$ cat src/design/rlss_pkg.sv
// package of the radio link settings store: framing codes, setting indices,
// reset values, mode codes and the settings carrier.
// assumes a byte-wide command stream on the same clock as the store.
// Function
// - radio traffic lengths are limited by applied maximum frame length, default 250.
// - frames longer than the maximum are dropped with no host notice.
// - written settings are stored only; applied at restart command or pin reset.
// - successful write answers FF, 89, 01, status 00, checksum.
// - decryption runs only when index 0x0B set and sender key registered.
// - radio receiver is inactive while a frame is being decrypted.
// - power index 1 to 6 maps to -5,0,+5,+7,+10,+11 dBm.
// - strength enable at 0x45 appends strength byte as last payload byte.
// - with strength on, serial length plus one, radio limit max minus one.
// - link mode at 0x46 accepts listed codes; 02, 05, 0C transmit only.
// - code 09 is receive-only gateway; transmitting needs 08 or 0E.
// - C and N modes receive A and B, transmit last format, start A; a C frame taken in the restart cycle sets the format instead.
// - S, F and T modes use frame format A only.
package rlss_pkg;

    // ************************************************************
    // framing
    // ************************************************************
    localparam logic [7:0] FRAME_START = 8'hFF;
    localparam logic [7:0] CMD_SET_WRITE = 8'h09;
    localparam logic [7:0] CMD_SET_ANSWER = 8'h89;
    localparam logic [7:0] SET_LEN = 8'h03;
    localparam logic [7:0] PARAM_LEN = 8'h01;
    localparam logic [7:0] ANSWER_LEN = 8'h01;
    localparam logic [7:0] STATUS_OK = 8'h00;
    localparam logic [7:0] STATUS_FAIL = 8'h01;

    // ************************************************************
    // setting indices and reset values
    // ************************************************************
    localparam logic [7:0] IDX_MAX_FRAME_LENGTH = 8'h0A;
    localparam logic [7:0] IDX_DECRYPT_ENABLE = 8'h0B;
    localparam logic [7:0] IDX_TX_POWER_INDEX = 8'h3D;
    localparam logic [7:0] IDX_STRENGTH_APPEND_ENABLE = 8'h45;
    localparam logic [7:0] IDX_DEFAULT_LINK_MODE = 8'h46;
    localparam logic [7:0] RST_MAX_FRAME_LENGTH = 8'hFA;
    localparam logic [7:0] RST_DECRYPT_ENABLE = 8'h00;
    localparam logic [7:0] RST_TX_POWER_INDEX = 8'h06;
    localparam logic [7:0] RST_STRENGTH_APPEND_ENABLE = 8'h00;
    localparam logic [7:0] RST_DEFAULT_LINK_MODE = 8'h03;

    // ************************************************************
    // link mode codes
    // ************************************************************
    localparam logic [7:0] MODE_S_METER_TX = 8'h02;
    localparam logic [7:0] MODE_S2 = 8'h03;
    localparam logic [7:0] MODE_T_METER_TX = 8'h05;
    localparam logic [7:0] MODE_T2_METER = 8'h07;
    localparam logic [7:0] MODE_T_GATEWAY = 8'h08;
    localparam logic [7:0] MODE_DUAL_RECEIVE_GATEWAY = 8'h09;
    localparam logic [7:0] MODE_C_METER_TX = 8'h0C;
    localparam logic [7:0] MODE_C2_METER = 8'h0D;
    localparam logic [7:0] MODE_C_GATEWAY = 8'h0E;

    typedef struct packed {
        logic [7:0] max_frame_length;
        logic [7:0] decrypt_enable;
        logic [7:0] tx_power_index;
        logic [7:0] strength_append_enable;
        logic [7:0] default_link_mode;
    } rlss_settings_type;

    localparam rlss_settings_type RST_SETTINGS = '{
        RST_MAX_FRAME_LENGTH, RST_DECRYPT_ENABLE, RST_TX_POWER_INDEX,
        RST_STRENGTH_APPEND_ENABLE, RST_DEFAULT_LINK_MODE};

    function automatic logic mode_listed(input logic [7:0] code);
        case (code)
            MODE_S_METER_TX, MODE_S2, MODE_T_METER_TX, MODE_T2_METER, MODE_T_GATEWAY,
            MODE_DUAL_RECEIVE_GATEWAY, MODE_C_METER_TX, MODE_C2_METER,
            MODE_C_GATEWAY: mode_listed = 1'b1;
            default: mode_listed = 1'b0;
        endcase
    endfunction

    function automatic logic signed [7:0] power_dbm(input logic [7:0] idx);
        case (idx)
            8'h01: power_dbm = -8'sd5;
            8'h02: power_dbm = 8'sd0;
            8'h03: power_dbm = 8'sd5;
            8'h04: power_dbm = 8'sd7;
            8'h05: power_dbm = 8'sd10;
            8'h06: power_dbm = 8'sd11;
            default: power_dbm = 8'sd0;
        endcase
    endfunction

endpackage

$ cat src/design/rlss_answer_tx.sv
// answer sender: emits the five-byte write answer with its running checksum.
// assumes a downstream byte sink with valid/ready on the same clock.
`timescale 1ns/1ns
module rlss_answer_tx (
    // clock and reset
    input wire logic clk_i,
    input wire logic rst_n_i,
    // request
    input wire logic start_i,
    input wire logic [7:0] status_i,
    output logic busy_o,
    // byte stream out
    output logic [7:0] tx_data_o,
    output logic tx_valid_o,
    input wire logic tx_ready_i
);
    logic [2:0] cnt_ff;
    logic [2:0] nxt_cnt;
    logic [7:0] status_ff;
    logic [7:0] csum_ff;
    logic [7:0] nxt_byte;
    wire logic step = tx_valid_o && tx_ready_i;

    // ************************************************************
    // byte selection
    // ************************************************************
    always_comb begin
        case (cnt_ff)
            3'd1: nxt_byte = rlss_pkg::FRAME_START;
            3'd2: nxt_byte = rlss_pkg::CMD_SET_ANSWER;
            3'd3: nxt_byte = rlss_pkg::ANSWER_LEN;
            3'd4: nxt_byte = status_ff;
            3'd5: nxt_byte = csum_ff;
            default: nxt_byte = 8'h00;
        endcase
    end

    assign nxt_cnt = (cnt_ff == 3'd5) ? 3'd0 : cnt_ff + 3'd1;
    assign busy_o = (cnt_ff != 3'd0);
    assign tx_valid_o = busy_o;
    assign tx_data_o = nxt_byte;

    always_ff @(posedge clk_i or negedge rst_n_i) begin
        if (!rst_n_i) begin
            cnt_ff <= 3'd0;
            status_ff <= 8'h00;
            csum_ff <= 8'h00;
        end else if (start_i && !busy_o) begin
            cnt_ff <= 3'd1;
            status_ff <= status_i;
            csum_ff <= 8'h00;
        end else if (step) begin
            cnt_ff <= nxt_cnt;
            csum_ff <= csum_ff ^ nxt_byte;
        end
    end
endmodule

$ cat src/design/rlss_top.sv
// radio link settings store: parses setting writes, keeps stored and applied
// settings, and derives the radio-side controls from the applied set.
// assumes the host byte stream and radio status signals share clk_i.
`timescale 1ns/1ns
module rlss_top #(
    parameter int BYTE_W = 8
) (
    // clock and reset (pin reset applies stored settings)
    input wire logic clk_i,
    input wire logic rst_n_i,
    // host command stream in
    input wire logic [7:0] cmd_data_i,
    input wire logic cmd_valid_i,
    output logic cmd_ready_o,
    // answer stream out
    output logic [7:0] ans_data_o,
    output logic ans_valid_o,
    input wire logic ans_ready_i,
    // restart command
    input wire logic restart_i,
    // radio receive side
    input wire logic rx_frame_valid_i,
    input wire logic [7:0] rx_frame_len_i,
    input wire logic rx_frame_format_b_i,
    output logic rx_accept_o,
    output logic rx_drop_o,
    output logic [7:0] serial_len_o,
    // decryption
    input wire logic key_registered_i,
    input wire logic decrypt_busy_i,
    output logic decrypt_run_o,
    output logic rx_enable_o,
    // radio transmit side
    input wire logic [7:0] tx_req_len_i,
    output logic tx_len_ok_o,
    output logic signed [7:0] tx_power_dbm_o,
    output logic append_strength_o,
    output logic tx_allowed_o,
    output logic rx_allowed_o,
    output logic tx_format_b_o,
    // settings view
    output rlss_pkg::rlss_settings_type stored_o,
    output rlss_pkg::rlss_settings_type applied_o
);
    generate
        if (BYTE_W != 8) begin : g_bad_width
            $error("rlss_top supports only 8-bit bytes");
        end
    endgenerate

    typedef enum logic [2:0] {
        RLSS_IDLE, RLSS_CMD, RLSS_LEN, RLSS_IDX, RLSS_PLEN, RLSS_VAL, RLSS_CSUM
    } rlss_state_type;

    rlss_state_type state_ff;
    rlss_state_type nxt_state;
    logic [7:0] csum_ff;
    logic [7:0] idx_ff;
    logic [7:0] val_ff;
    logic hdr_ok_ff;
    logic nxt_hdr_ok;
    logic fmt_b_ff;
    // power-up contents of the non-volatile copy; pin reset leaves it alone
    rlss_pkg::rlss_settings_type stored_ff = rlss_pkg::RST_SETTINGS;
    logic load_ff;
    rlss_pkg::rlss_settings_type applied_ff;
    rlss_pkg::rlss_settings_type nxt_stored;
    logic ans_busy;
    logic ans_start;
    logic [7:0] ans_status;

    // ************************************************************
    // command parser
    // ************************************************************
    wire logic take = cmd_valid_i && cmd_ready_o;
    wire logic csum_good = (cmd_data_i == csum_ff);
    wire logic idx_known = (idx_ff == rlss_pkg::IDX_MAX_FRAME_LENGTH)
        || (idx_ff == rlss_pkg::IDX_DECRYPT_ENABLE)
        || (idx_ff == rlss_pkg::IDX_TX_POWER_INDEX)
        || (idx_ff == rlss_pkg::IDX_STRENGTH_APPEND_ENABLE)
        || (idx_ff == rlss_pkg::IDX_DEFAULT_LINK_MODE);
    wire logic mode_bad = (idx_ff == rlss_pkg::IDX_DEFAULT_LINK_MODE)
        && !rlss_pkg::mode_listed(val_ff);
    wire logic write_ok = hdr_ok_ff && idx_known && !mode_bad;
    wire logic frame_end = take && (state_ff == RLSS_CSUM) && csum_good;

    assign cmd_ready_o = !((state_ff == RLSS_CSUM) && ans_busy);
    assign ans_start = frame_end;
    assign ans_status = write_ok ? rlss_pkg::STATUS_OK : rlss_pkg::STATUS_FAIL;

    always_comb begin
        nxt_state = state_ff;
        nxt_hdr_ok = hdr_ok_ff;
        case (state_ff)
            RLSS_IDLE: begin
                nxt_hdr_ok = 1'b1;
                if (cmd_data_i == rlss_pkg::FRAME_START) begin
                    nxt_state = RLSS_CMD;
                end
            end
            RLSS_CMD: begin
                nxt_state = (cmd_data_i == rlss_pkg::CMD_SET_WRITE) ? RLSS_LEN : RLSS_IDLE;
            end
            RLSS_LEN: begin
                nxt_state = (cmd_data_i == rlss_pkg::SET_LEN) ? RLSS_IDX : RLSS_IDLE;
            end
            RLSS_IDX: nxt_state = RLSS_PLEN;
            RLSS_PLEN: begin
                nxt_state = RLSS_VAL;
                nxt_hdr_ok = (cmd_data_i == rlss_pkg::PARAM_LEN);
            end
            RLSS_VAL: nxt_state = RLSS_CSUM;
            RLSS_CSUM: nxt_state = RLSS_IDLE;
            default: nxt_state = RLSS_IDLE;
        endcase
    end

    always_ff @(posedge clk_i or negedge rst_n_i) begin
        if (!rst_n_i) begin
            state_ff <= RLSS_IDLE;
            hdr_ok_ff <= 1'b0;
            csum_ff <= 8'h00;
            idx_ff <= 8'h00;
            val_ff <= 8'h00;
        end else if (take) begin
            state_ff <= nxt_state;
            hdr_ok_ff <= nxt_hdr_ok;
            csum_ff <= (state_ff == RLSS_IDLE) ? cmd_data_i : csum_ff ^ cmd_data_i;
            if (state_ff == RLSS_IDX) begin
                idx_ff <= cmd_data_i;
            end
            if (state_ff == RLSS_VAL) begin
                val_ff <= cmd_data_i;
            end
        end
    end

    // ************************************************************
    // stored and applied settings
    // ************************************************************
    always_comb begin
        nxt_stored = stored_ff;
        case (idx_ff)
            rlss_pkg::IDX_MAX_FRAME_LENGTH: nxt_stored.max_frame_length = val_ff;
            rlss_pkg::IDX_DECRYPT_ENABLE: nxt_stored.decrypt_enable = val_ff;
            rlss_pkg::IDX_TX_POWER_INDEX: nxt_stored.tx_power_index = val_ff;
            rlss_pkg::IDX_STRENGTH_APPEND_ENABLE: nxt_stored.strength_append_enable = val_ff;
            rlss_pkg::IDX_DEFAULT_LINK_MODE: nxt_stored.default_link_mode = val_ff;
            default: nxt_stored = stored_ff;
        endcase
    end

    always_ff @(posedge clk_i) begin
        if (frame_end && write_ok) begin
            stored_ff <= nxt_stored;
        end
    end

    // pin reset starts from defaults and reloads the stored set on the first edge after it
    always_ff @(posedge clk_i or negedge rst_n_i) begin
        if (!rst_n_i) begin
            applied_ff <= rlss_pkg::RST_SETTINGS;
            load_ff <= 1'b1;
        end else begin
            load_ff <= 1'b0;
            if (restart_i || load_ff) begin
                applied_ff <= stored_ff;
            end
        end
    end

    assign stored_o = stored_ff;
    assign applied_o = applied_ff;

    // ************************************************************
    // radio side controls from the applied set
    // ************************************************************
    wire logic strength_on = (applied_ff.strength_append_enable == 8'h01);
    wire logic [7:0] radio_limit = applied_ff.max_frame_length - {7'd0, strength_on};
    wire logic [7:0] mode = applied_ff.default_link_mode;
    wire logic tx_only = (mode == rlss_pkg::MODE_S_METER_TX)
        || (mode == rlss_pkg::MODE_T_METER_TX)
        || (mode == rlss_pkg::MODE_C_METER_TX);
    wire logic c_family = (mode == rlss_pkg::MODE_C_METER_TX)
        || (mode == rlss_pkg::MODE_C2_METER)
        || (mode == rlss_pkg::MODE_C_GATEWAY)
        || (mode == rlss_pkg::MODE_DUAL_RECEIVE_GATEWAY);
    wire logic len_fits = (rx_frame_len_i <= radio_limit);

    assign append_strength_o = strength_on;
    assign tx_len_ok_o = (tx_req_len_i <= radio_limit);
    assign tx_power_dbm_o = rlss_pkg::power_dbm(applied_ff.tx_power_index);
    assign tx_allowed_o = rlss_pkg::mode_listed(mode)
        && (mode != rlss_pkg::MODE_DUAL_RECEIVE_GATEWAY);
    assign rx_allowed_o = rlss_pkg::mode_listed(mode) && !tx_only;
    assign decrypt_run_o = (applied_ff.decrypt_enable == 8'h01) && key_registered_i;
    assign rx_enable_o = rx_allowed_o && !(decrypt_run_o && decrypt_busy_i);
    assign tx_format_b_o = fmt_b_ff && c_family;

    always_ff @(posedge clk_i or negedge rst_n_i) begin
        if (!rst_n_i) begin
            rx_accept_o <= 1'b0;
            rx_drop_o <= 1'b0;
            serial_len_o <= 8'h00;
            fmt_b_ff <= 1'b0;
        end else begin
            rx_accept_o <= rx_frame_valid_i && rx_allowed_o && len_fits;
            rx_drop_o <= rx_frame_valid_i && rx_allowed_o && !len_fits;
            if (rx_frame_valid_i && len_fits) begin
                serial_len_o <= rx_frame_len_i + {7'd0, strength_on};
            end
            if (rx_frame_valid_i && rx_allowed_o && len_fits && c_family) begin
                fmt_b_ff <= rx_frame_format_b_i;
            end else if (restart_i) begin
                fmt_b_ff <= 1'b0;
            end
        end
    end

    // ************************************************************
    // answer sender
    // ************************************************************
    rlss_answer_tx u_answer (
        .clk_i(clk_i),
        .rst_n_i(rst_n_i),
        .start_i(ans_start),
        .status_i(ans_status),
        .busy_o(ans_busy),
        .tx_data_o(ans_data_o),
        .tx_valid_o(ans_valid_o),
        .tx_ready_i(ans_ready_i)
    );
endmodule

$ cat config.mk
export PLATFORM = sky130hd
export DESIGN_NAME = rlss_top
export DESIGN_NICKNAME = d
export VERILOG_FILES = /design/src/design/rlss_pkg.sv /design/src/design/rlss_answer_tx.sv /design/src/design/rlss_top.sv
export SDC_FILE = /design/constraint.sdc
export NUM_CORES = 1
export LEC_CHECK = 0
export ABC_CLOCK_PERIOD_IN_PS = 6700
export BUFFER_PORTS_ARGS = -buffer_cell sky130_fd_sc_hd__buf_4
export CAP_MARGIN = 20
export CORE_ASPECT_RATIO = 0.5
export CORE_MARGIN = 4
export CORE_UTILIZATION = 55
export CTS_CLUSTER_DIAMETER = 150
export DETAILED_ROUTE_END_ITERATION = 10
export PLACE_DENSITY = 0.8
export SYNTH_ARGS = -nofsm -noshare
export SYNTH_HDL_FRONTEND = slang
export SYNTH_HIERARCHICAL = 1
export SYNTH_SLANG_ARGS = --single-unit
$ cat constraint.sdc
create_clock -name clk_i -period 6.7 [get_ports clk_i]
set_input_delay 0.335 -clock clk_i [delete_from_list [all_inputs] [get_ports clk_i]]
set_output_delay 0.335 -clock clk_i [all_outputs]
set_load 0.05 [all_outputs]
==> Implementation_results.wiki, run 1 <==
{| class="wikitable"
! Metric !! Value
|-
| Status || finished, final reports clean
|-
| Clock skew || 0.0147 ns
|-
| Count of final max-slew check failures || 0
|-
| Number of gates resized after cts || 0
|-
| Iteration count of the initial detailed-routing pass || 5
|-
| Maximum single-stage delay on the critical path || 0.46 ns
|-
| Antenna violations before repair || 0
|-
| Leakage power || 3.76 nW
|-
| Req. time, crit path || 6.36 ns
|-
| GP Congestion || 0.830
|-
| Post-Synth Adder-Cell Area || 0.0357
|-
| Area growth, synth to finish || 26.8%
|-
| Gate count after technology mapping || 550
|-
| Global routing usage summed across all routing layers || 0.223
|-
| Initial standard-cell utilization of the core || 0.563
|-
| Final hold viol count || 0
|-
| Die Width || 164 um
|-
| Drt drc || 0
|-
| Clock insertion delay at the later pin of the skew report || 0.41 ns
|-
| Total setup violations reported at the end of the flow || 0
|-
| Number of nets in the final layout || 753
|-
| Most Frequent Cell on Critical Path || sky130_fd_sc_hd__ha_1
|-
| Data arrival time at the worst-slack endpoint || 3.67 ns
|-
| Setup TNS || 0 ns
|-
| Core area || 0.0118 mm^2
|-
| Drt total wl || 15300 um
|-
| GR met2 Demand/Resource || 0.377
|-
| Unrepaired setup endpoints after global routing || false
|-
| Number of sinks on the clock net || 139
|-
| Synth top cells by count || sky130_fd_sc_hd__dfrtp_1 (88), sky130_fd_sc_hd__mux2_2 (57), sky130_fd_sc_hd__nand2_1 (49)
|-
| Library cell used as clock root buffer || sky130_fd_sc_hd__clkbuf_16
|-
| Post-CTS clock slew at the launch and capture registers of the worst setup and hold paths || 0.06 ns
|-
| Share of the synthesized area in the top cell type || 0.330
|-
| Area fraction in compound gates after synthesis || 0.0801
|-
| Fmax || 250 MHz
|-
| Tcrit/Tclk final || 0.598
|-
| Port Buf Inserts || 147
|-
| Cell Area, Synth || 0.00667 mm^2
|-
| Post-route ant nets || 0
|-
| I/O pin cnt || 148
|-
| Type of element capturing the critical path || output port
|-
| Count of state elements after synthesis || 139
|-
| Cts bufs inserted || 17
|-
| Top FF cell, synth || sky130_fd_sc_hd__dfrtp_1
|-
| Portion of the post-synthesis area used by sequential elements || 0.554
|-
| Die Y || 85.9 um
|-
| Multiplexer fraction of the synthesized cell area || 0.124
|-
| Number of global-route vias before repair || 4779
|-
| Post-synthesis average cell area || 12.1 um^2
|-
| Top Family by Delay on Critical Path || simple AND/OR/NAND/NOR gates
|-
| Tmin final || 4.00 ns
|-
| Fraction of layout cells with a size suffix above 1 || 0.367
|-
| CTS tree || built
|-
| Crit path max-delay cell type || sky130_fd_sc_hd__or4_4
|-
| Ranking of synthesized cells by area || sky130_fd_sc_hd__dfrtp_1 (33%), sky130_fd_sc_hd__edfxtp_1 (18%), sky130_fd_sc_hd__mux2_2 (9.6%)
|-
| Cell taking the most area after synthesis || sky130_fd_sc_hd__dfrtp_1
|-
| Per-cell via count in the routed design || 5.52
|-
| Post-synthesis share of cell area spent on and, or, nand and nor gates || 0.145
|-
| Total buffers and inverters traversed by the critical path || 1
|-
| Post-route non-filler standard cell count || 879
|-
| Classification of the worst-slack hold path || in2reg
|-
| Worst Path Max Fanout || 5
|-
| Longest Clk Path Bufs || 2
|-
| Max_cap viols || 0
|-
| Die area || 0.0141 mm^2
|-
| CTS H-tree depth || 4
|-
| Overflow left after global routing || 0
|-
| Placed cells || 844
|-
| Number of distinct standard cells referenced by the synthesized netlist || 67
|-
| Wire length of the first global-routing pass || 24600 um
|-
| Worst VDD drop || 0.276 mV
|-
| Layer with the highest usage after global routing || met2
|-
| Count of synthesis-stage warnings from yosys || 6
|-
| Post-synth EDFFs || 40
|-
| Met3 track utilization from global routing || 0.0566
|-
| Met1 Track Usage GR || 0.292
|-
| Worst reg-to-reg setup slack || 2.95 ns
|-
| Total vias in the final route || 4848
|-
| Total power per unit cell area || 345 mW/mm^2
|-
| CP Class || reg2out
|-
| Most common cell in the netlist || sky130_fd_sc_hd__dfrtp_1
|-
| Half-perimeter wire length after detailed placement || 10900 um
|-
| Worst-margin pin slew || 1.07 ns
|-
| Critical-path cell list || nor4_1 -> and4b_1 -> ha_1 -> ha_1 -> or3b_4 -> or4_4 -> and3_1 -> o2111ai_1 -> nor2_1 -> o32ai_1 -> buf_4
|-
| Share of flip-flops with an asynchronous set or reset || 0.712
|-
| FP Rows || 28
|-
| Dominant combinational cell family by area after synthesis || simple AND/OR/NAND/NOR gates
|-
| Initial detailed-routing violation count || 289
|-
| Largest net degree at the start of global routing || 64
|-
| Detailed-route wire length per cell || 17.4 um
|-
| Worst slew slack as a fraction of its limit || 0.279
|-
| Xor and xnor fraction of the mapped netlist area || 0.0283
|-
| Diodes inserted || 0
|-
| Startpoint class of the critical path || flip-flop
|}
flip-flops by register name, summed over array words and instances (netlist names):
| register | flops |
|---|---|
| stored_o | 40 |
| applied_o | 32 |
| csum_ff | 8 |
| idx_ff | 8 |
| mode | 8 |
| serial_len_o | 8 |
| u_answer/csum_ff | 8 |
| u_answer/status_ff | 8 |
| val_ff | 8 |
| state_ff | 3 |
| u_answer/cnt_ff | 3 |
| fmt_b_ff | 1 |
| hdr_ok_ff | 1 |
| load_ff | 1 |
| rx_accept_o | 1 |
| rx_drop_o | 1 |
final timing paths:
check	start	to	depth (start not counted)
worst min-delay path	ans_ready_i	u_answer/cnt_ff[2]	2
worst min register to register	u_answer/csum_ff[4]	u_answer/csum_ff[4]	1
worst max register to register	applied_o[10]	serial_len_o[0]	12
worst max-delay path	applied_o[10]	tx_len_ok_o	11
min in group asynchronous	rst_n_i	mode[3]	2
max in group asynchronous	rst_n_i	applied_o[29]	3
cells in the final DEF (no fill, tap or decap), types with 6 or more instances in the layout:
cell	netlist	layout
sky130_fd_sc_hd__xnor2_1	10	10
sky130_fd_sc_hd__nand2b_1	13	13
sky130_fd_sc_hd__xor2_1	9	9
sky130_fd_sc_hd__nor2b_1	8	8
sky130_fd_sc_hd__ha_1	19	19
sky130_fd_sc_hd__nand4_1	6	6
sky130_fd_sc_hd__mux2_4	7	7
sky130_fd_sc_hd__clkbuf_16	0	17
sky130_fd_sc_hd__a311oi_1	8	8
sky130_fd_sc_hd__mux2_2	57	57
sky130_fd_sc_hd__conb_1	1	8
sky130_fd_sc_hd__nor2_1	31	30
sky130_fd_sc_hd__inv_1	15	15
sky130_fd_sc_hd__nand2_1	49	49
sky130_fd_sc_hd__edfxtp_1	40	40
sky130_fd_sc_hd__nor3_1	15	15
sky130_fd_sc_hd__mux2i_1	8	8
sky130_fd_sc_hd__buf_4	5	148
sky130_fd_sc_hd__and2_1	6	6
sky130_fd_sc_hd__dfrtp_1	88	88
sky130_fd_sc_hd__nand3_1	6	6
sky130_fd_sc_hd__and3_1	6	6
sky130_fd_sc_hd__a21oi_1	24	24
sky130_fd_sc_hd__o21ai_0	11	11
sky130_fd_sc_hd__nand3b_1	6	6
sky130_fd_sc_hd__nor4_1	6	6
sky130_fd_sc_hd__dfstp_2	11	11
sky130_fd_sc_hd__clkbuf_1	13	6
sky130_fd_sc_hd__a31oi_1	6	6
stage by stage:
stage | hold WS, ns | utilization | total power, W | setup WS [ns] | cell area (um^2)
6_report | 0.164 | 0.714 | 0.00292 | 2.70 | 8450
5_1_grt | 0.158 | 0.714 | 0.00307 | 2.45 | 8450
4_1_cts | 0.148 | 0.712 | 0.00293 | 2.68 | 8430
3_5_place_dp | 0.326 | 0.664 | 0.00204 | 2.94 | 7860
3_3_place_gp | 0.321 | 0.664 | 0.00201 | 3.14 | 7860
2_1_floorplan | 0.0394 | - | 0.00182 | 1.99 | 6690
logic make-up (layout without fill, tap and decap cells):
family,after synthesis,after routing
buf+inv,42,199
compound gates,78,78
simple gates,179,179
xor+xnor,20,20
fa+ha+maj,19,19
mux,72,72
flops,139,139
other cells,1,8
power breakdown:
group	leakage, nW	switching [W]	internal, W
Clock	0.270	0.000334	0.000555
Combinational	1.94	0.000462	0.000321
Sequential	1.55	0.000206	0.00104
Total	3.76	0.00100	0.00191
timing repair:
item                                    4_1_cts  5_1_grt
buffers inserted                              0        0
endpoints found under the setup margin        0        0
endpoints found under the hold margin        27        0
hold buffers                                  1        0
layer usage:
layer / vias up / part of all wire
met1: 2399 / 0.43
met5: - / 0
met3: 9 / 0.060
met4: 0 / 0.0088
met2: 143 / 0.50
li1: 2297 / -
cell type report:
type                            instances  area [um^2]
Clock buffer                           24          462
Clock inverter                          8         95.1
Fill cell                             844         3390
Inverter                               16         60.1
Multi-Input combinational cell        376         2790
Sequential cell                       139         3690
Tap cell                              165          206
Timing Repair Buffer                  151         1150
No activity file was read; power rests on OpenSTA's default activity.
==> run 2: changes to the inputs <==
ABC_AREA = 1   (was default)
ABC_CLOCK_PERIOD_IN_PS = 3400   (was 6700)
CORE_UTILIZATION = 49   (was 55)
PLACE_DENSITY = 0.75   (was 0.8)
clock period = 3.4 ns   (was 6.7 ns; I/O delays follow)
==> run 2 against run 1 <==
Compared with the run above:
- largest power group unchanged
- via count rose by 7.2%
- cell count rose by 15%
- critical endpoint unchanged
- critical path depth up 4
- clock-buffer cell count rose by 3
- worst hold slack got worse by 0.097 ns
- power grew 95%
- flip-flop and latch count is the same
- clock power increased by 93%
- sequential share of layout area decreased by 1.2 points
- critical path type unchanged
- worst setup slack worse by 2.9 ns
- the run now ends with setup timing left
==> Implementation_results.wiki, run 2 <==
{| class="wikitable"
! Metric !! Value
|-
| Status || finished with violations
|-
| Violations in the final reports || setup timing
|-
| Most Frequent Cell on Critical Path || sky130_fd_sc_hd__nor2_1
|-
| CTS H-tree depth || 4
|-
| Initial detailed-routing violation count || 377
|-
| Library cell used as clock root buffer || sky130_fd_sc_hd__clkbuf_16
|-
| Number of global-route vias before repair || 5293
|-
| Core area || 0.0130 mm^2
|-
| Classification of the worst-slack hold path || in2reg
|-
| Maximum single-stage delay on the critical path || 0.55 ns
|-
| Overflow left after global routing || 0
|-
| Cts bufs inserted || 17
|-
| Gate count after technology mapping || 653
|-
| Leakage power || 4.07 nW
|-
| GP Congestion || 0.855
|-
| Type of element capturing the critical path || output port
|-
| Total power per unit cell area || 656 mW/mm^2
|-
| Total vias in the final route || 5195
|-
| Least setup slack across all paths after layout || -0.193 ns
|-
| FP Rows || 29
|-
| Unrepaired setup endpoints after global routing || true
|-
| Cell taking the most area after synthesis || sky130_fd_sc_hd__dfrtp_1
|-
| Iteration count of the initial detailed-routing pass || 5
|-
| Die area || 0.0156 mm^2
|-
| Share of the synthesized area in the top cell type || 0.331
|-
| Post-synth EDFFs || 40
|-
| Detailed-route wire length per cell || 15.7 um
|-
| Most common cell after layout, fill and taps aside || sky130_fd_sc_hd__buf_4
|-
| Share of flip-flops with an asynchronous set or reset || 0.712
|-
| Clock insertion delay at the later pin of the skew report || 0.41 ns
|-
| Post-route ant nets || 0
|-
| Fill cell count || 998
|-
| Count of state elements after synthesis || 139
|-
| Top FF cell, synth || sky130_fd_sc_hd__dfrtp_1
|-
| I/O pin cnt || 148
|-
| Post-route non-filler standard cell count || 1008
|-
| Drt total wl || 15800 um
|-
| Number of sinks on the clock net || 139
|-
| CP Class || reg2out
|-
| Drt drc || 0
|-
| Worst Path Max Fanout || 3
|-
| Post-placement setup slack || 0.153 ns
|-
| Fmax || 278 MHz
|-
| Worst-margin pin slew || 0.852 ns
|-
| Port Buf Inserts || 147
|-
| Area of the multi-input gates || 0.00275 mm^2
|-
| Post-synthesis average cell area || 10.2 um^2
|-
| Setup TNS || -0.193 ns
|-
| Half-perimeter wire length after detailed placement || 11500 um
|-
| Longest Clk Path Bufs || 2
|-
| Portion of the post-synthesis area used by sequential elements || 0.554
|-
| Final hold viol count || 0
|-
| Post-CTS clock slew at the launch and capture registers of the worst setup and hold paths || 0.06 ns
|-
| Wire length of the first global-routing pass || 26300 um
|-
| Worst VDD drop || 0.485 mV
|-
| Largest net degree at the start of global routing || 37
|-
| Flip-flop and latch area || 0.00370 mm^2
|-
| Number of flip-flops under the largest register name || 40
|-
| Initial standard-cell utilization of the core || 0.513
|-
| Die Width || 173 um
|-
| Synth top cells by count || sky130_fd_sc_hd__nand2_1 (105), sky130_fd_sc_hd__dfrtp_1 (88), sky130_fd_sc_hd__nor2_1 (68)
|-
| Most frequent cells in the layout || sky130_fd_sc_hd__buf_4 (161), sky130_fd_sc_hd__nand2_1 (103), sky130_fd_sc_hd__dfrtp_1 (85)
|-
| Number of nets in the final layout || 877
|-
| Per-cell via count in the routed design || 5.15
|-
| Placed cells || 969
|-
| Most common cell in the netlist || sky130_fd_sc_hd__nand2_1
|-
| Count of synthesis-stage warnings from yosys || 6
|-
| Tmin final || 3.59 ns
|-
| Tcrit/Tclk final || 1.06
|-
| Ranking of synthesized cells by area || sky130_fd_sc_hd__dfrtp_1 (33%), sky130_fd_sc_hd__edfxtp_1 (18%), sky130_fd_sc_hd__nand2_1 (5.9%)
|-
| Critical-path cell list || or4_4 -> nor4_4 -> ha_2 -> nand3_2 -> nor2_4 -> buf_4 -> nand2_1 -> xor2_1 -> ha_1 -> a21oi_2 -> nor2_1 -> nor2_1 -> o211ai_1 -> o21ai_4 -> buf_6
|-
| Top Family by Delay on Critical Path || simple AND/OR/NAND/NOR gates
|-
| Area growth, synth to finish || 30.5%
|-
| Total setup violations reported at the end of the flow || 1
|-
| Die Y || 90.4 um
|-
| Worst slew slack as a fraction of its limit || 0.427
|-
| Count of final max-slew check failures || 0
|-
| Global routing usage summed across all routing layers || 0.206
|-
| Max_cap viols || 0
|-
| Total buffers and inverters traversed by the critical path || 2
|-
| Crit path max-delay cell type || sky130_fd_sc_hd__or4_4
|-
| Diodes inserted || 0
|-
| Number of distinct standard cells referenced by the synthesized netlist || 43
|-
| Data arrival time at the worst-slack endpoint || 3.42 ns
|-
| Cell Area, Synth || 0.00666 mm^2
|-
| Fraction of layout cells with a size suffix above 1 || 0.358
|-
| Clock skew || 0.00915 ns
|-
| CTS tree || built
|-
| Antenna violations before repair || 0
|-
| Req. time, crit path || 3.23 ns
|-
| Startpoint class of the critical path || flip-flop
|}
[run 2: metal layers]
metal,routed length [um],up-vias,global-route usage,share of wire
met3,746,25,0.0452,0.047
met2,7960,127,0.357,0.50
met4,227,0,0.0677,0.014
met1,6860,2499,0.258,0.43
li1,-,2544,-,-
met5,0,-,0,0
[run 2: metrics by stage]
step / area [um^2] / total power [W] / hold WS [ns] / utilization
after global placement: 8020 / 0.00393 / 0.152 / 0.618
after floorplan: 6760 / 0.00352 / -0.126 / -
after detailed placement: 8020 / 0.00399 / 0.156 / 0.618
final: 8690 / 0.00570 / 0.0668 / 0.669
after CTS: 8640 / 0.00573 / 0.0474 / 0.665
after global routing: 8690 / 0.00603 / 0.0663 / 0.669
[run 2: path summary, 6_finish.rpt]
path | start | to | slack [ns] | depth (start not counted)
min in group asynchronous | rst_n_i | csum_ff[5] | 0.26 | 2
min | cmd_data_i[7] | csum_ff[7] | 0.07 | 3
min reg2reg | serial_len_o[4] | serial_len_o[4] | 0.49 | 2
max in group asynchronous | rst_n_i | applied_o[17] | 2.26 | 3
max reg2reg | applied_o[10] | serial_len_o[3] | 0.15 | 17
max | applied_o[10] | tx_len_ok_o | -0.19 | 15
[run 2: area by class of cell]
type,count,area share
Tap cell,170,0.0245
Multi-Input combinational cell,438,0.317
Clock buffer,27,0.0603
Clock inverter,5,0.00360
Inverter,66,0.0285
Sequential cell,139,0.425
Timing Repair Buffer,163,0.141
[run 2: logic make-up (layout without fill, tap and decap cells)]
kind of cell / after synthesis / after routing / synth area share
other cells: 1 / 8 / 0.000563
flops: 139 / 139 / 0.554
compound gates: 87 / 87 / 0.0727
fa+ha+maj: 19 / 19 / 0.0357
xor+xnor: 20 / 20 / 0.0263
simple gates: 268 / 269 / 0.193
mux: 35 / 35 / 0.0603
buf+inv: 84 / 261 / 0.0573
[run 2: power by group]
group,total (W),internal (W),switching [W]
Combinational,0.00162,0.000519,0.00110
Sequential,0.00237,0.00205,0.000319
Clock,0.00172,0.00105,0.000664
[run 2: repair_timing]
action | in CTS | in global routing
hold buffers | 1 | 0
hold endpoints to repair | 33 | 0
setup endpoints to repair | 1 | 7
gates cloned | 0 | 1
resized for setup | 4 | 10
pin swaps | 9 | 12
setup buffers | 5 | 0
[run 2: worst register-to-register path, stage by stage (launching register included)]
cell,delay (ns)
sky130_fd_sc_hd__dfrtp_2,0.40
sky130_fd_sc_hd__or4_4,0.55
sky130_fd_sc_hd__nor4_4,0.29
sky130_fd_sc_hd__ha_2,0.24
sky130_fd_sc_hd__nand3_2,0.09
sky130_fd_sc_hd__nor2_4,0.11
sky130_fd_sc_hd__nand2_2,0.08
sky130_fd_sc_hd__xor2_2,0.16
sky130_fd_sc_hd__buf_4,0.14
sky130_fd_sc_hd__ha_1,0.33
sky130_fd_sc_hd__inv_1,0.07
sky130_fd_sc_hd__o21bai_1,0.07
sky130_fd_sc_hd__nor2_2,0.13
sky130_fd_sc_hd__nand2_2,0.08
sky130_fd_sc_hd__nand2_4,0.15
sky130_fd_sc_hd__nand2_8,0.10
sky130_fd_sc_hd__nand2_1,0.09
sky130_fd_sc_hd__o21ai_2,0.05
==> run 3: changes to the inputs <==
CTS_CLUSTER_SIZE = 12   (was default)
SKIP_CTS_REPAIR_TIMING = 1   (was default)
==> run 3 against run 2 <==
Compared with the run above:
- the run still ends with setup timing left
- critical path depth unchanged
- clock-buffer cell count is the same
- cell count decreased by 0.20%
- non-clock buffer count decreased by 1
- sequential share of layout area grew 0.15 points
- clock skew shrank 0.0018 ns
- register-to-register slack better by 0.04 ns
- maximum frequency up 1.5%
- core utilization shrank 0.24 points
- largest cell class unchanged
==> Implementation_results.wiki, run 3 (synthesis gave the netlist of run 2 again) <==
{| class="wikitable"
! Metric !! Value
|-
| Cell depth of the worst hold path || 3
|-
| GP Congestion || 0.855
|-
| Area growth, synth to finish || 30.1%
|-
| Total power per unit cell area || 656 mW/mm^2
|-
| Share of total power in combinational logic || 0.283
|-
| Die Y || 90.4 um
|-
| Fill cell count || 992
|-
| Worst slew slack as a fraction of its limit || 0.426
|-
| Req. time, crit path || 3.23 ns
|-
| Number of flip-flops under the largest register name || 40
|-
| Worst Hold Launch || cmd_data_i[3]
|-
| Iteration count of the initial detailed-routing pass || 4
|-
| Total vias in the final route || 5165
|-
| Port Buf Inserts || 147
|-
| Antenna violations before repair || 0
|-
| Global routing usage summed across all routing layers || 0.204
|-
| Worst Reg-to-Reg Cells || 17
|-
| Detailed-route wire length per cell || 15.5 um
|-
| Data arrival time at the worst-slack endpoint || 3.37 ns
|-
| Worst reg-to-reg setup slack || 0.19 ns
|-
| Crit path max-delay cell type || sky130_fd_sc_hd__or4_4
|-
| Post-route ant nets || 0
|-
| Largest net degree at the start of global routing || 37
|-
| Part of the power in registers || 0.416
|-
| Critical-path cell list || or4_4 -> nor4_4 -> ha_2 -> buf_4 -> ha_4 -> nand2_1 -> nor2_2 -> xor2_1 -> ha_1 -> nand2_1 -> nor2_2 -> o21ai_1 -> o211ai_1 -> o21ai_4 -> buf_6
|-
| Design area || 0.00866 mm^2
|-
| Count of final max-slew check failures || 0
|-
| Least setup slack across all paths after layout || -0.139 ns
|-
| Total setup violations reported at the end of the flow || 1
|-
| Die Width || 173 um
|-
| Leakage power || 4.06 nW
|-
| Number of nets in the final layout || 875
|-
| Core area || 0.0130 mm^2
|-
| Die area || 0.0156 mm^2
|-
| Longest Clk Path Bufs || 2
|-
| Wire length of the first global-routing pass || 26100 um
|-
| Max_cap viols || 0
|-
| Fmax || 283 MHz
|-
| Most frequent cells in the layout || sky130_fd_sc_hd__buf_4 (160), sky130_fd_sc_hd__nand2_1 (103), sky130_fd_sc_hd__dfrtp_1 (85)
|-
| Worst Path Max Fanout || 4
|-
| Clock insertion delay at the later pin of the skew report || 0.41 ns
|-
| Unrepaired setup endpoints after global routing || true
|-
| Number of global-route vias before repair || 5242
|-
| Drt total wl || 15600 um
|-
| CP Class || reg2out
|-
| Fraction of layout cells with a size suffix above 1 || 0.354
|-
| Top Family by Delay on Critical Path || simple AND/OR/NAND/NOR gates
|-
| Status || finished with violations
|-
| Setup TNS || -0.139 ns
|-
| Clock skew || 0.00738 ns
|-
| Most common cell after layout, fill and taps aside || sky130_fd_sc_hd__buf_4
|-
| CTS H-tree depth || 4
|-
| Classification of the worst-slack hold path || in2reg
|-
| Sw frac || 0.363
|-
| Drt drc || 0
|-
| Worst-margin pin slew || 0.853 ns
|-
| Post-CTS clock slew at the launch and capture registers of the worst setup and hold paths || 0.06 ns
|-
| Share of power burned in the clock network || 0.301
|-
| Internal power contribution || 0.00362 W
|-
| Placed Instance Area || 0.00802 mm^2
|-
| Library cell used as clock root buffer || sky130_fd_sc_hd__clkbuf_16
|-
| Number of sinks on the clock net || 139
|-
| Startpoint class of the critical path || flip-flop
|-
| Tmin final || 3.54 ns
|-
| Tcrit/Tclk final || 1.04
|-
| Final hold viol count || 0
|-
| Hold worst-path end || csum_ff[3]
|-
| Post-route non-filler standard cell count || 1006
|-
| Worst VDD drop || 0.485 mV
|-
| Psw || 0.00207 W
|-
| Total buffers and inverters traversed by the critical path || 2
|-
| Initial standard-cell utilization of the core || 0.513
|-
| FP Rows || 29
|-
| Maximum single-stage delay on the critical path || 0.55 ns
|-
| Overall power || 0.00569 W
|-
| Overflow left after global routing || 0
|-
| Cts bufs inserted || 17
|-
| Diodes inserted || 0
|-
| Placed cells || 969
|-
| Initial detailed-routing violation count || 315
|-
| I/O pin cnt || 148
|-
| Type of element capturing the critical path || output port
|-
| Violations in the final reports || setup timing
|-
| CTS tree || built
|-
| Startpoint of the worst register-to-register path || applied_o[14]
|-
| Capture point of the worst reg-to-reg path || serial_len_o[2]
|-
| Per-cell via count in the routed design || 5.13
|-
| Half-perimeter wire length after detailed placement || 11500 um
|}
==> run 3: changes by cell type in the layout (fill, tap and decap cells not counted) <==
cell                      previous run  this run
sky130_fd_sc_hd__a21oi_1            29        31
sky130_fd_sc_hd__a21oi_2             2         0
sky130_fd_sc_hd__buf_4             161       160
sky130_fd_sc_hd__nand2_4             6         5
sky130_fd_sc_hd__nor2_2             10        11
sky130_fd_sc_hd__nor2_4              4         3
==> run 3: how the worst max path moves through the flow <==
stage | startpoint | to | slack (ns) | cells after the start
after floorplan | applied_o[11] | tx_len_ok_o | -0.30 | 14
after global placement | applied_o[11] | tx_len_ok_o | 0.22 | 16
after detailed placement | applied_o[11] | tx_len_ok_o | 0.15 | 16
after CTS | applied_o[11] | tx_len_ok_o | -0.29 | 16
after global routing | applied_o[14] | tx_len_ok_o | -0.34 | 16
final | applied_o[14] | tx_len_ok_o | -0.14 | 15
==> run 3: stage by stage <==
step | utilization | hold slack, ns | setup slack [ns]
floorplan | - | -0.126 | -0.296
global placement | 0.618 | 0.152 | 0.223
detailed placement | 0.618 | 0.156 | 0.153
CTS | 0.660 | -0.282 | -0.292
global route | 0.667 | 0.0663 | -0.342
finish | 0.667 | 0.0672 | -0.139
==> run 3: power by group through the flow <==
| stage | Sequential [W] | Clock (W) | Combinational, W |
|---|---|---|---|
| final | 0.00237 | 0.00171 | 0.00161 |
| after global routing | 0.00241 | 0.00183 | 0.00178 |
| after CTS | 0.00236 | 0.00175 | 0.00161 |
| after detailed placement | 0.00239 | 0 | 0.00160 |
| after global placement | 0.00237 | 0 | 0.00156 |
| after floorplan | 0.00240 | 0 | 0.00112 |
==> run 3: final cells by class <==
cell class                      instances  area (um^2)  area share
Inverter                               66          248      0.0286
Multi-Input combinational cell        437         2730       0.315
Timing Repair Buffer                  162         1220       0.141
Clock inverter                          5         31.3     0.00361
Sequential cell                       139         3700       0.427
Clock buffer                           27          524      0.0605
Tap cell                              170          213      0.0246
==> run 3: worst reg2reg max path, cell delays in order, from the launching register on <==
cell and delay, ns:
sky130_fd_sc_hd__dfrtp_2 0.41, sky130_fd_sc_hd__or4_4 0.55, sky130_fd_sc_hd__nor4_4 0.20, sky130_fd_sc_hd__ha_2 0.25, sky130_fd_sc_hd__buf_4 0.12, sky130_fd_sc_hd__ha_4 0.15, sky130_fd_sc_hd__nand2_1 0.09, sky130_fd_sc_hd__nor2_2 0.15
sky130_fd_sc_hd__xor2_1 0.20, sky130_fd_sc_hd__ha_1 0.27, sky130_fd_sc_hd__nand2_1 0.12, sky130_fd_sc_hd__nor2_4 0.06, sky130_fd_sc_hd__nand2_1 0.06, sky130_fd_sc_hd__nand2_2 0.07, sky130_fd_sc_hd__nand2_4 0.12, sky130_fd_sc_hd__nand2_8 0.13
sky130_fd_sc_hd__nand2_1 0.11, sky130_fd_sc_hd__o21ai_2 0.05
==> run 3: metal layers <==
layer	wire length, um	track usage
met5	0	0
met3	705	0.0452
met4	194	0.0657
met1	6830	0.257
met2	7880	0.353
